## config.mk

```make
export PLATFORM = sky130hd
export DESIGN_NAME = ssdr_spi_unit
export DESIGN_NICKNAME = d
export VERILOG_FILES = /design/src/logic/ssdr_pkg.sv /design/src/logic/ssdr_spi_unit.sv
export SDC_FILE = /design/constraint.sdc
export NUM_CORES = 1
export LEC_CHECK = 0
export ABC_CLOCK_PERIOD_IN_PS = 2800
export BUFFER_PORTS_ARGS = -buffer_cell sky130_fd_sc_hd__buf_2
export CORE_MARGIN = 10
export CORE_UTILIZATION = 35
export CTS_CLUSTER_DIAMETER = 120
export DETAILED_ROUTE_END_ITERATION = 10
export PLACE_DENSITY = 0.62
export SETUP_SLACK_MARGIN = 0.1
export SYNTH_ARGS = -nofsm -noshare
export SYNTH_HDL_FRONTEND = slang
export SYNTH_SLANG_ARGS = --single-unit
```

## constraint.sdc

```tcl
create_clock -name clock -period 2.8 [get_ports clock]
set_clock_uncertainty 0.2 [all_clocks]
set_input_delay 0 -clock clock [delete_from_list [all_inputs] [get_ports clock]]
set_output_delay 0 -clock clock [all_outputs]
set_load 0.02 [all_outputs]
```

## src/logic/ssdr_pkg.sv

```systemverilog
// Constants, register map and carrier types of the serial shift unit.
// Assumes a 100 MHz system clock and an 8-bit register port.
package ssdr_pkg;

  // Register offsets on the 8-bit address port.
  localparam logic [7:0] ADDR_CTRL = 8'hF3;
  localparam logic [7:0] ADDR_STATUS = 8'hF4;
  localparam logic [7:0] ADDR_DATA = 8'hF5;
  localparam logic [7:0] ADDR_IRQEN = 8'hF6;
  localparam logic [7:0] ADDR_MASK = 8'hF7;

  // Status register fields; the mask register uses the same layout.
  localparam int ST_DONE_BIT = 7;
  localparam int ST_WRITE_COLLISION_FLAG_BIT = 6;
  localparam int ST_OVF_BIT = 5;
  localparam int ST_MODE_FAULT_FLAG_BIT = 4;
  localparam int ST_FDD_BIT = 3;
  localparam int ST_TXF_BIT = 2;

  // Control register fields.
  localparam int CTRL_SOE_BIT = 7;
  localparam int CTRL_EN_BIT = 6;
  localparam int CTRL_MODE_BIT = 4;

  // Interrupt enable register fields.
  localparam int IRQ_SERIAL_BIT = 0;
  localparam int IRQ_GLOBAL_BIT = 1;

  // Values after reset.
  localparam logic [7:0] CTRL_RESET = 8'h00;
  localparam logic [7:0] IRQEN_RESET = 8'h00;
  localparam logic [7:0] MASK_RESET = 8'hB0;
  localparam logic [7:0] DATA_RESET = 8'h00;

  // Serial clock timing in controller mode.
  localparam int CLK_PERIOD_NS = 10;
  localparam int SCLK_HALF_NS = 40;
  localparam int SCLK_HALF_CYCLES_INT =
    (SCLK_HALF_NS + CLK_PERIOD_NS - 1) / CLK_PERIOD_NS;
  localparam logic [3:0] SCLK_HALF_CYCLES = SCLK_HALF_CYCLES_INT[3:0];
  localparam logic [2:0] LAST_BIT = 3'h7;

  typedef enum logic [1:0] {
    ST_IDLE = 2'b00,
    ST_CTRL = 2'b01,
    ST_PERI = 2'b10
  } ssdr_state_t;

  // One group per direction of the four serial pins.
  typedef struct packed {
    logic sclk;
    logic mosi;
    logic miso;
    logic sel;
  } ssdr_pins_t;

  // Register port request from the processor side.
  typedef struct packed {
    logic [7:0] addr;
    logic [7:0] wrData;
    logic wr;
    logic rd;
  } ssdr_bus_req_t;

endpackage

```

## src/logic/ssdr_spi_unit.sv

```systemverilog
// Serial shift unit: status flags, data register and the byte shifter.
// Assumes a one-cycle register port and serial pins from outside the clock.
//
// Operation
// - Set transfer done on byte completion.
// - Done plus both enables and its mask bit requests interrupt.
// - Done flag cleared only by software.
// - Data writes ignored while done set.
// - Collision sets sticky flag, no interrupt.
// - Overrun sets sticky flag, may interrupt.
// - Select low in controller mode faults.
// - Detect enabled: select is fault input.
// - Detect disabled: select follows output enable.
// - Detect disable matters only in controller mode.
// - Bit 2 shows transmit buffer full.
// - Data write loads the transmit path.
// - Data read returns receive buffer.
// - Controller write starts full-duplex byte exchange.
// - Driven select low per transfer, high idle.
//
// Our own choice: the address-and-strobe port.
`timescale 1ns/1ps

module ssdr_spi_unit (
  input wire logic clock,
  input wire logic rst,
  input wire ssdr_pkg::ssdr_bus_req_t busReq,
  output logic [7:0] rdData,
  output logic irq,
  input wire ssdr_pkg::ssdr_pins_t pinIn,
  output ssdr_pkg::ssdr_pins_t pinOut,
  output ssdr_pkg::ssdr_pins_t pinOe_n
);
  import ssdr_pkg::*;

  typedef struct packed {
    ssdr_state_t state;
    logic [7:0] ctrl;
    logic [7:0] irqEn;
    logic [7:0] mask;
    logic done;
    logic write_collision_flag;
    logic ovf;
    logic mode_fault_flag;
    logic fdd;
    logic txFull;
    logic [7:0] txByte;
    logic [7:0] rxBuf;
    logic rxUnread;
    logic [7:0] shifter;
    logic [2:0] bitCnt;
    logic [3:0] divCnt;
    logic sample;
    ssdr_pins_t sync1;
    ssdr_pins_t sync2;
    ssdr_pins_t prev;
    logic [7:0] rdData;
    logic irq;
    ssdr_pins_t pinOut;
    ssdr_pins_t pinOe_n;
  } ssdr_regs_t;

  ssdr_regs_t cur;
  ssdr_regs_t next_;

  function automatic logic [7:0] status_byte(input ssdr_regs_t r);
    status_byte = 8'h00;
    status_byte[ST_DONE_BIT] = r.done;
    status_byte[ST_WRITE_COLLISION_FLAG_BIT] = r.write_collision_flag;
    status_byte[ST_OVF_BIT] = r.ovf;
    status_byte[ST_MODE_FAULT_FLAG_BIT] = r.mode_fault_flag;
    status_byte[ST_FDD_BIT] = r.fdd;
    status_byte[ST_TXF_BIT] = r.txFull;
  endfunction

  always_comb begin
    logic enabled;
    logic ctrlMode;
    logic faultArm;
    logic fault;
    logic rises;
    logic falls;
    logic readData;
    logic evDone;
    logic evCol;
    logic evOvf;
    logic [7:0] rxByte;
    logic ctrlDrive;
    enabled = 1'b0;
    ctrlMode = 1'b0;
    faultArm = 1'b0;
    fault = 1'b0;
    rises = 1'b0;
    falls = 1'b0;
    readData = 1'b0;
    evDone = 1'b0;
    evCol = 1'b0;
    evOvf = 1'b0;
    rxByte = 8'h00;
    ctrlDrive = 1'b0;
    next_ = cur;

    // Two-stage synchronisers and edge history for every pin input.
    next_.sync1 = pinIn;
    next_.sync2 = cur.sync1;
    next_.prev = cur.sync2;
    next_.rdData = 8'h00;

    enabled = cur.ctrl[CTRL_EN_BIT];
    ctrlMode = cur.ctrl[CTRL_MODE_BIT];
    faultArm = enabled & ctrlMode & ~cur.fdd;
    fault = faultArm & ~cur.sync2.sel;
    rises = cur.sync2.sclk & ~cur.prev.sclk;
    falls = ~cur.sync2.sclk & cur.prev.sclk;

    // Register reads answer one cycle later.
    if (busReq.rd) begin
      unique case (busReq.addr)
        ADDR_CTRL: next_.rdData = cur.ctrl;
        ADDR_STATUS: next_.rdData = status_byte(cur);
        ADDR_DATA: begin
          next_.rdData = cur.rxBuf;
          next_.rxUnread = 1'b0;
          readData = 1'b1;
        end
        ADDR_IRQEN: next_.irqEn = cur.irqEn;
        ADDR_MASK: next_.rdData = cur.mask;
        default: next_.rdData = 8'h00;
      endcase
      if (busReq.addr == ADDR_IRQEN) begin
        next_.rdData = cur.irqEn;
      end
    end

    // Register writes; flag clears come first so a same-cycle event wins.
    if (busReq.wr) begin
      unique case (busReq.addr)
        ADDR_CTRL: next_.ctrl = busReq.wrData;
        ADDR_IRQEN: next_.irqEn = busReq.wrData;
        ADDR_MASK: next_.mask = busReq.wrData;
        ADDR_STATUS: begin
          next_.fdd = busReq.wrData[ST_FDD_BIT];
          if (busReq.wrData[ST_DONE_BIT]) begin
            next_.done = 1'b0;
          end
          if (busReq.wrData[ST_WRITE_COLLISION_FLAG_BIT]) begin
            next_.write_collision_flag = 1'b0;
          end
          if (busReq.wrData[ST_OVF_BIT]) begin
            next_.ovf = 1'b0;
          end
          if (busReq.wrData[ST_MODE_FAULT_FLAG_BIT]) begin
            next_.mode_fault_flag = 1'b0;
          end
        end
        ADDR_DATA: begin
          if (cur.done) begin
            next_.txByte = cur.txByte;
          end else if (cur.state != ST_IDLE) begin
            evCol = 1'b1;
          end else begin
            next_.txByte = busReq.wrData;
            next_.txFull = 1'b1;
          end
        end
        default: next_.ctrl = next_.ctrl;
      endcase
    end

    unique case (cur.state)
      ST_IDLE: begin
        next_.bitCnt = 3'h0;
        next_.divCnt = 4'h0;
        if (enabled && ctrlMode && !fault && cur.txFull) begin
          next_.state = ST_CTRL;
          next_.shifter = cur.txByte;
          next_.pinOut.mosi = cur.txByte[7];
          next_.txFull = 1'b0;
        end else if (enabled && !ctrlMode && !cur.sync2.sel) begin
          next_.state = ST_PERI;
          next_.shifter = cur.txFull ? cur.txByte : 8'h00;
          next_.pinOut.miso = cur.txFull ? cur.txByte[7] : 1'b0;
          next_.txFull = 1'b0;
        end
      end
      ST_CTRL: begin
        if (fault || !enabled || !ctrlMode) begin
          next_.state = ST_IDLE;
          next_.pinOut.sclk = 1'b0;
        end else if (cur.divCnt == SCLK_HALF_CYCLES - 4'h1) begin
          next_.divCnt = 4'h0;
          next_.pinOut.sclk = ~cur.pinOut.sclk;
          if (!cur.pinOut.sclk) begin
            next_.sample = cur.sync2.miso;
          end else begin
            next_.shifter = {cur.shifter[6:0], cur.sample};
            next_.pinOut.mosi = cur.shifter[6];
            if (cur.bitCnt == LAST_BIT) begin
              evDone = 1'b1;
              rxByte = {cur.shifter[6:0], cur.sample};
              next_.state = ST_IDLE;
            end else begin
              next_.bitCnt = cur.bitCnt + 3'h1;
            end
          end
        end else begin
          next_.divCnt = cur.divCnt + 4'h1;
        end
      end
      ST_PERI: begin
        if (cur.sync2.sel || !enabled || ctrlMode) begin
          next_.state = ST_IDLE;
        end else if (rises) begin
          next_.shifter = {cur.shifter[6:0], cur.sync2.mosi};
          if (cur.bitCnt == LAST_BIT) begin
            evDone = 1'b1;
            rxByte = {cur.shifter[6:0], cur.sync2.mosi};
            next_.bitCnt = 3'h0;
            next_.shifter = cur.txFull ? cur.txByte : 8'h00;
            next_.pinOut.miso = cur.txFull ? cur.txByte[7] : 1'b0;
            next_.txFull = 1'b0;
          end else begin
            next_.bitCnt = cur.bitCnt + 3'h1;
          end
        end else if (falls && cur.bitCnt != 3'h0) begin
          next_.pinOut.miso = cur.shifter[7];
        end
      end
      default: next_.state = ST_IDLE;
    endcase

    // A finished byte lands in the receive buffer unless one is unread and not read this cycle.
    if (evDone) begin
      if (cur.rxUnread && !readData) begin
        evOvf = 1'b1;
      end else begin
        next_.rxBuf = rxByte;
        next_.rxUnread = 1'b1;
      end
    end

    // Sticky flags; setting overrides a clear in the same cycle.
    next_.done = next_.done | evDone;
    next_.write_collision_flag = next_.write_collision_flag | evCol;
    next_.ovf = next_.ovf | evOvf;
    next_.mode_fault_flag = next_.mode_fault_flag | fault;

    // Pin drive; enables are low while this unit drives the pin.
    ctrlDrive = enabled & ctrlMode & ~fault;
    next_.pinOe_n.sclk = ~ctrlDrive;
    next_.pinOe_n.mosi = ~ctrlDrive;
    next_.pinOe_n.miso = ~(next_.state == ST_PERI);
    if (!ctrlDrive) begin
      next_.pinOut.sclk = 1'b0;
    end
    // Select is driven only when detection is off and output enabled.
    next_.pinOe_n.sel =
      ~(ctrlDrive & cur.fdd & cur.ctrl[CTRL_SOE_BIT]);
    next_.pinOut.sel = ~(next_.state == ST_CTRL);

    // One interrupt line shared by done, overrun and fault.
    next_.irq = cur.irqEn[IRQ_SERIAL_BIT] & cur.irqEn[IRQ_GLOBAL_BIT] &
      ((next_.done & cur.mask[ST_DONE_BIT]) |
       (next_.ovf & cur.mask[ST_OVF_BIT]) |
       (next_.mode_fault_flag & cur.mask[ST_MODE_FAULT_FLAG_BIT]));
  end

  always_ff @(posedge clock or posedge rst) begin
    if (rst) begin
      cur <= '0;
      cur.state <= ST_IDLE;
      cur.ctrl <= CTRL_RESET;
      cur.irqEn <= IRQEN_RESET;
      cur.mask <= MASK_RESET;
      cur.rxBuf <= DATA_RESET;
      cur.txByte <= DATA_RESET;
      cur.sync1 <= 4'h1;
      cur.sync2 <= 4'h1;
      cur.prev <= 4'h1;
      cur.pinOut <= 4'h1;
      cur.pinOe_n <= 4'hF;
    end else begin
      cur <= next_;
    end
  end

  assign rdData = cur.rdData;
  assign irq = cur.irq;
  assign pinOut = cur.pinOut;
  assign pinOe_n = cur.pinOe_n;

endmodule

```

==> qor.csv <==
metric,value,unit
ANT cells,0,
Synth top area share,47.4,%
"Top FF cell, synth",dfrtp_1,
boundary pin count,41,
proportion of layout cells with a drive suffix above 1,32.5,%
number of enable flip-flop cells after synthesis,0,
most frequent cell after synthesis,dfrtp_1,
Layout area overhead,17.9,%
final instance area,5040,um2
#FFs+latches synth,90,
worst-path maximum fanout,12,
crit path cell chain,"dlygate4sd3_1, buf_2, nand4b_2, dlygate4sd3_1, nor3_4, nand4b_1, buf_4, mux2_2",
CTS tree,yes,
Worst EP arrival,2.58,ns
clk_lat worst skew,0.34,ns
minimum clock period,2.55,ns
Worst Tran Pin Value,0.652,ns
relative slew slack,56.5,%
P_leak,0.00232,uW
initial detailed-routing violation count,233,
Fin Setup TNS,0,ns
startpoint type of the worst setup path,input pin,
crit path kind,in2reg,
Bufs and invs on worst path,4,
Vias,3015,
top post-synthesis cells by area,"dfrtp_1 (47%), mux2_2 (14%), dfstp_2 (5.5%), nand2_1 (3.8%), a22o_1 (3.1%)",
ys async rst share,100,%
Layout Nets,449,
CTS Root Buffer Type,clkbuf_16,
"antenna viol nets, final",0,
Netlist cell types,52,
Avg Inst Size Synth,11.6,um2
Hold Path Depth,3,
endpoints failing setup,0,
worst vdd ir,0.000264,V
"Req. time, crit path",2.83,ns
part of the cycle the worst path needs,90.9,%
register area share after synthesis,53.0,%
"delay-heaviest family, CP",buffers and inverters,
Sinks on Clock Net,90,
Die Y,130,um
CP Capture Type,flip-flop,
Pwr Density,581,nW/um2
WL/cell,17.4,um
I/O Buffers,40,
"Cell Area, Placed",4540,um2
CP max-delay cell,dlygate4sd3_1,
min-delay worst type,in2reg,
status,finished clean,
vias per inst,5.30,
YS warnings,0,
final wirelength,9930,um
hpwl dp,7210,um
First-pass DRT Iterations,5,
total CTS buffers,9,
fin util,42.1,%
cell taking the most area after synthesis,dfrtp_1,
initial antenna violation count,0,
max-capacitance violation count,0,
Die Span X,130,um
Final Hold Fails,0,
first-pass GRT wire length,16300,um
Fin Hold WS,0.0570,ns
CP Depth,8,
FMAX,0.393,GHz
FF-to-FF setup slack,0.45,ns
max-slew violation count,0,
Max H-tree Level,3,
most numerous cell on the critical path,dlygate4sd3_1,
number of global-route vias before repair,3176,
RSZ-0062 raised after global routing,no,
synthesized cell area,4270,um2
core footprint,12000,um2
reg2reg path depth,6,
GP Congestion,0.866,
post-CTS setup buffers,0,
die area,17000,um2
Post-synth top cells,"dfrtp_1 (81), mux2_2 (52), nand2_1 (43), a21oi_1 (18), o21ai_0 (18)",
starting density of the core,35.7,%
syn_nets,400,
DRC viols,0,
Total GRT Usage,12.1,%
largest net degree at the start of global routing,40,
total grt overflow,0,
row count,40,
cells after synthesis,368,
crit-path max cell delay,0.67,ns
Worst-path clk slew,0.07,ns
Tot Pwr,2930,uW
largest buffer count on any clock path,2,
-- path summary, 6_finish.rpt --
kind | startpoint | endpoint
max in group asynchronous | rst | pinOe_n[2]
worst min-delay path | busReq[11] | cur[45]
worst min register to register | cur[26] | cur[22]
min in group asynchronous | rst | cur[70]
worst max-delay path | busReq[13] | cur[54]
worst max register to register | cur[30] | pinOe_n[1]
-- sequential cells by signal (all words and copies together) (netlist names) --
| signal | flops |
|---|---|
| pinOut | 4 |
| cur | 74 |
| irq | 1 |
| rdData | 8 |
| pinOe_n | 3 |
-- cells by family (layout without fill, tap and decap cells) --
family	after synthesis	in the layout	synth area share [%]
compound gates	80	80	13.2
xor+xnor	1	1	0.205
fa+ha+maj	8	8	2.34
buf+inv	43	97	5.30
flops	90	90	53.0
mux	55	55	14.4
simple gates	91	91	11.5
-- worst register-to-register path, delay by kind of cell, from the launching register on --
family | cells | cell delay [ns]
compound gates | 1 | 0.45
flops | 1 | 0.41
fa+ha+maj | 1 | 0.22
simple gates | 4 | 1.01
-- power breakdown --
part	internal, uW	switching [uW]
Clock	636	522
Sequential	1350	41.3
Combinational	150	227
-- per-stage QoR --
stage | instances | setup slack (ns)
finish | 569 | 0.254
global route | 569 | 0.194
CTS | 569 | 0.117
detailed placement | 534 | 0.501
global placement | 534 | 0.552
floorplan | 368 | 0.280
-- cell usage in the layout (no fill, tap or decap), types with 9 or more instances in the layout --
cell type      instances
dfrtp_1               81
mux2_2                52
nand2_1               43
buf_2                 40
dlygate4sd3_1         19
a21oi_1               18
o21ai_0               18
a22o_1                15
inv_1                 14
clkbuf_16              9
dfstp_2                9
-- layer usage --
layer | GRT usage (%) | routed length [um] | vias up
li1 | - | - | 1423
met3 | 2.42 | 445 | 8
met2 | 19.3 | 4790 | 79
met5 | 0 | 0 | -
met4 | 5.17 | 150 | 0
met1 | 15.7 | 4550 | 1505
-- timing repair --
action,CTS,global route
endpoints found under the hold margin,87,0
gates resized for setup,0,2
hold buffers,19,0
setup endpoints to repair,0,8
-- final cells by class --
cell class / count / area (um2)
clock buffer: 10 / 239
clock inverter: 6 / 50.0
fill: 1123 / 6930
inverter: 16 / 61.3
multi-input combinational: 235 / 1800
sequential: 90 / 2260
tap: 147 / 184
timing repair buffer: 65 / 435
Power figures use the tool's default switching activity.
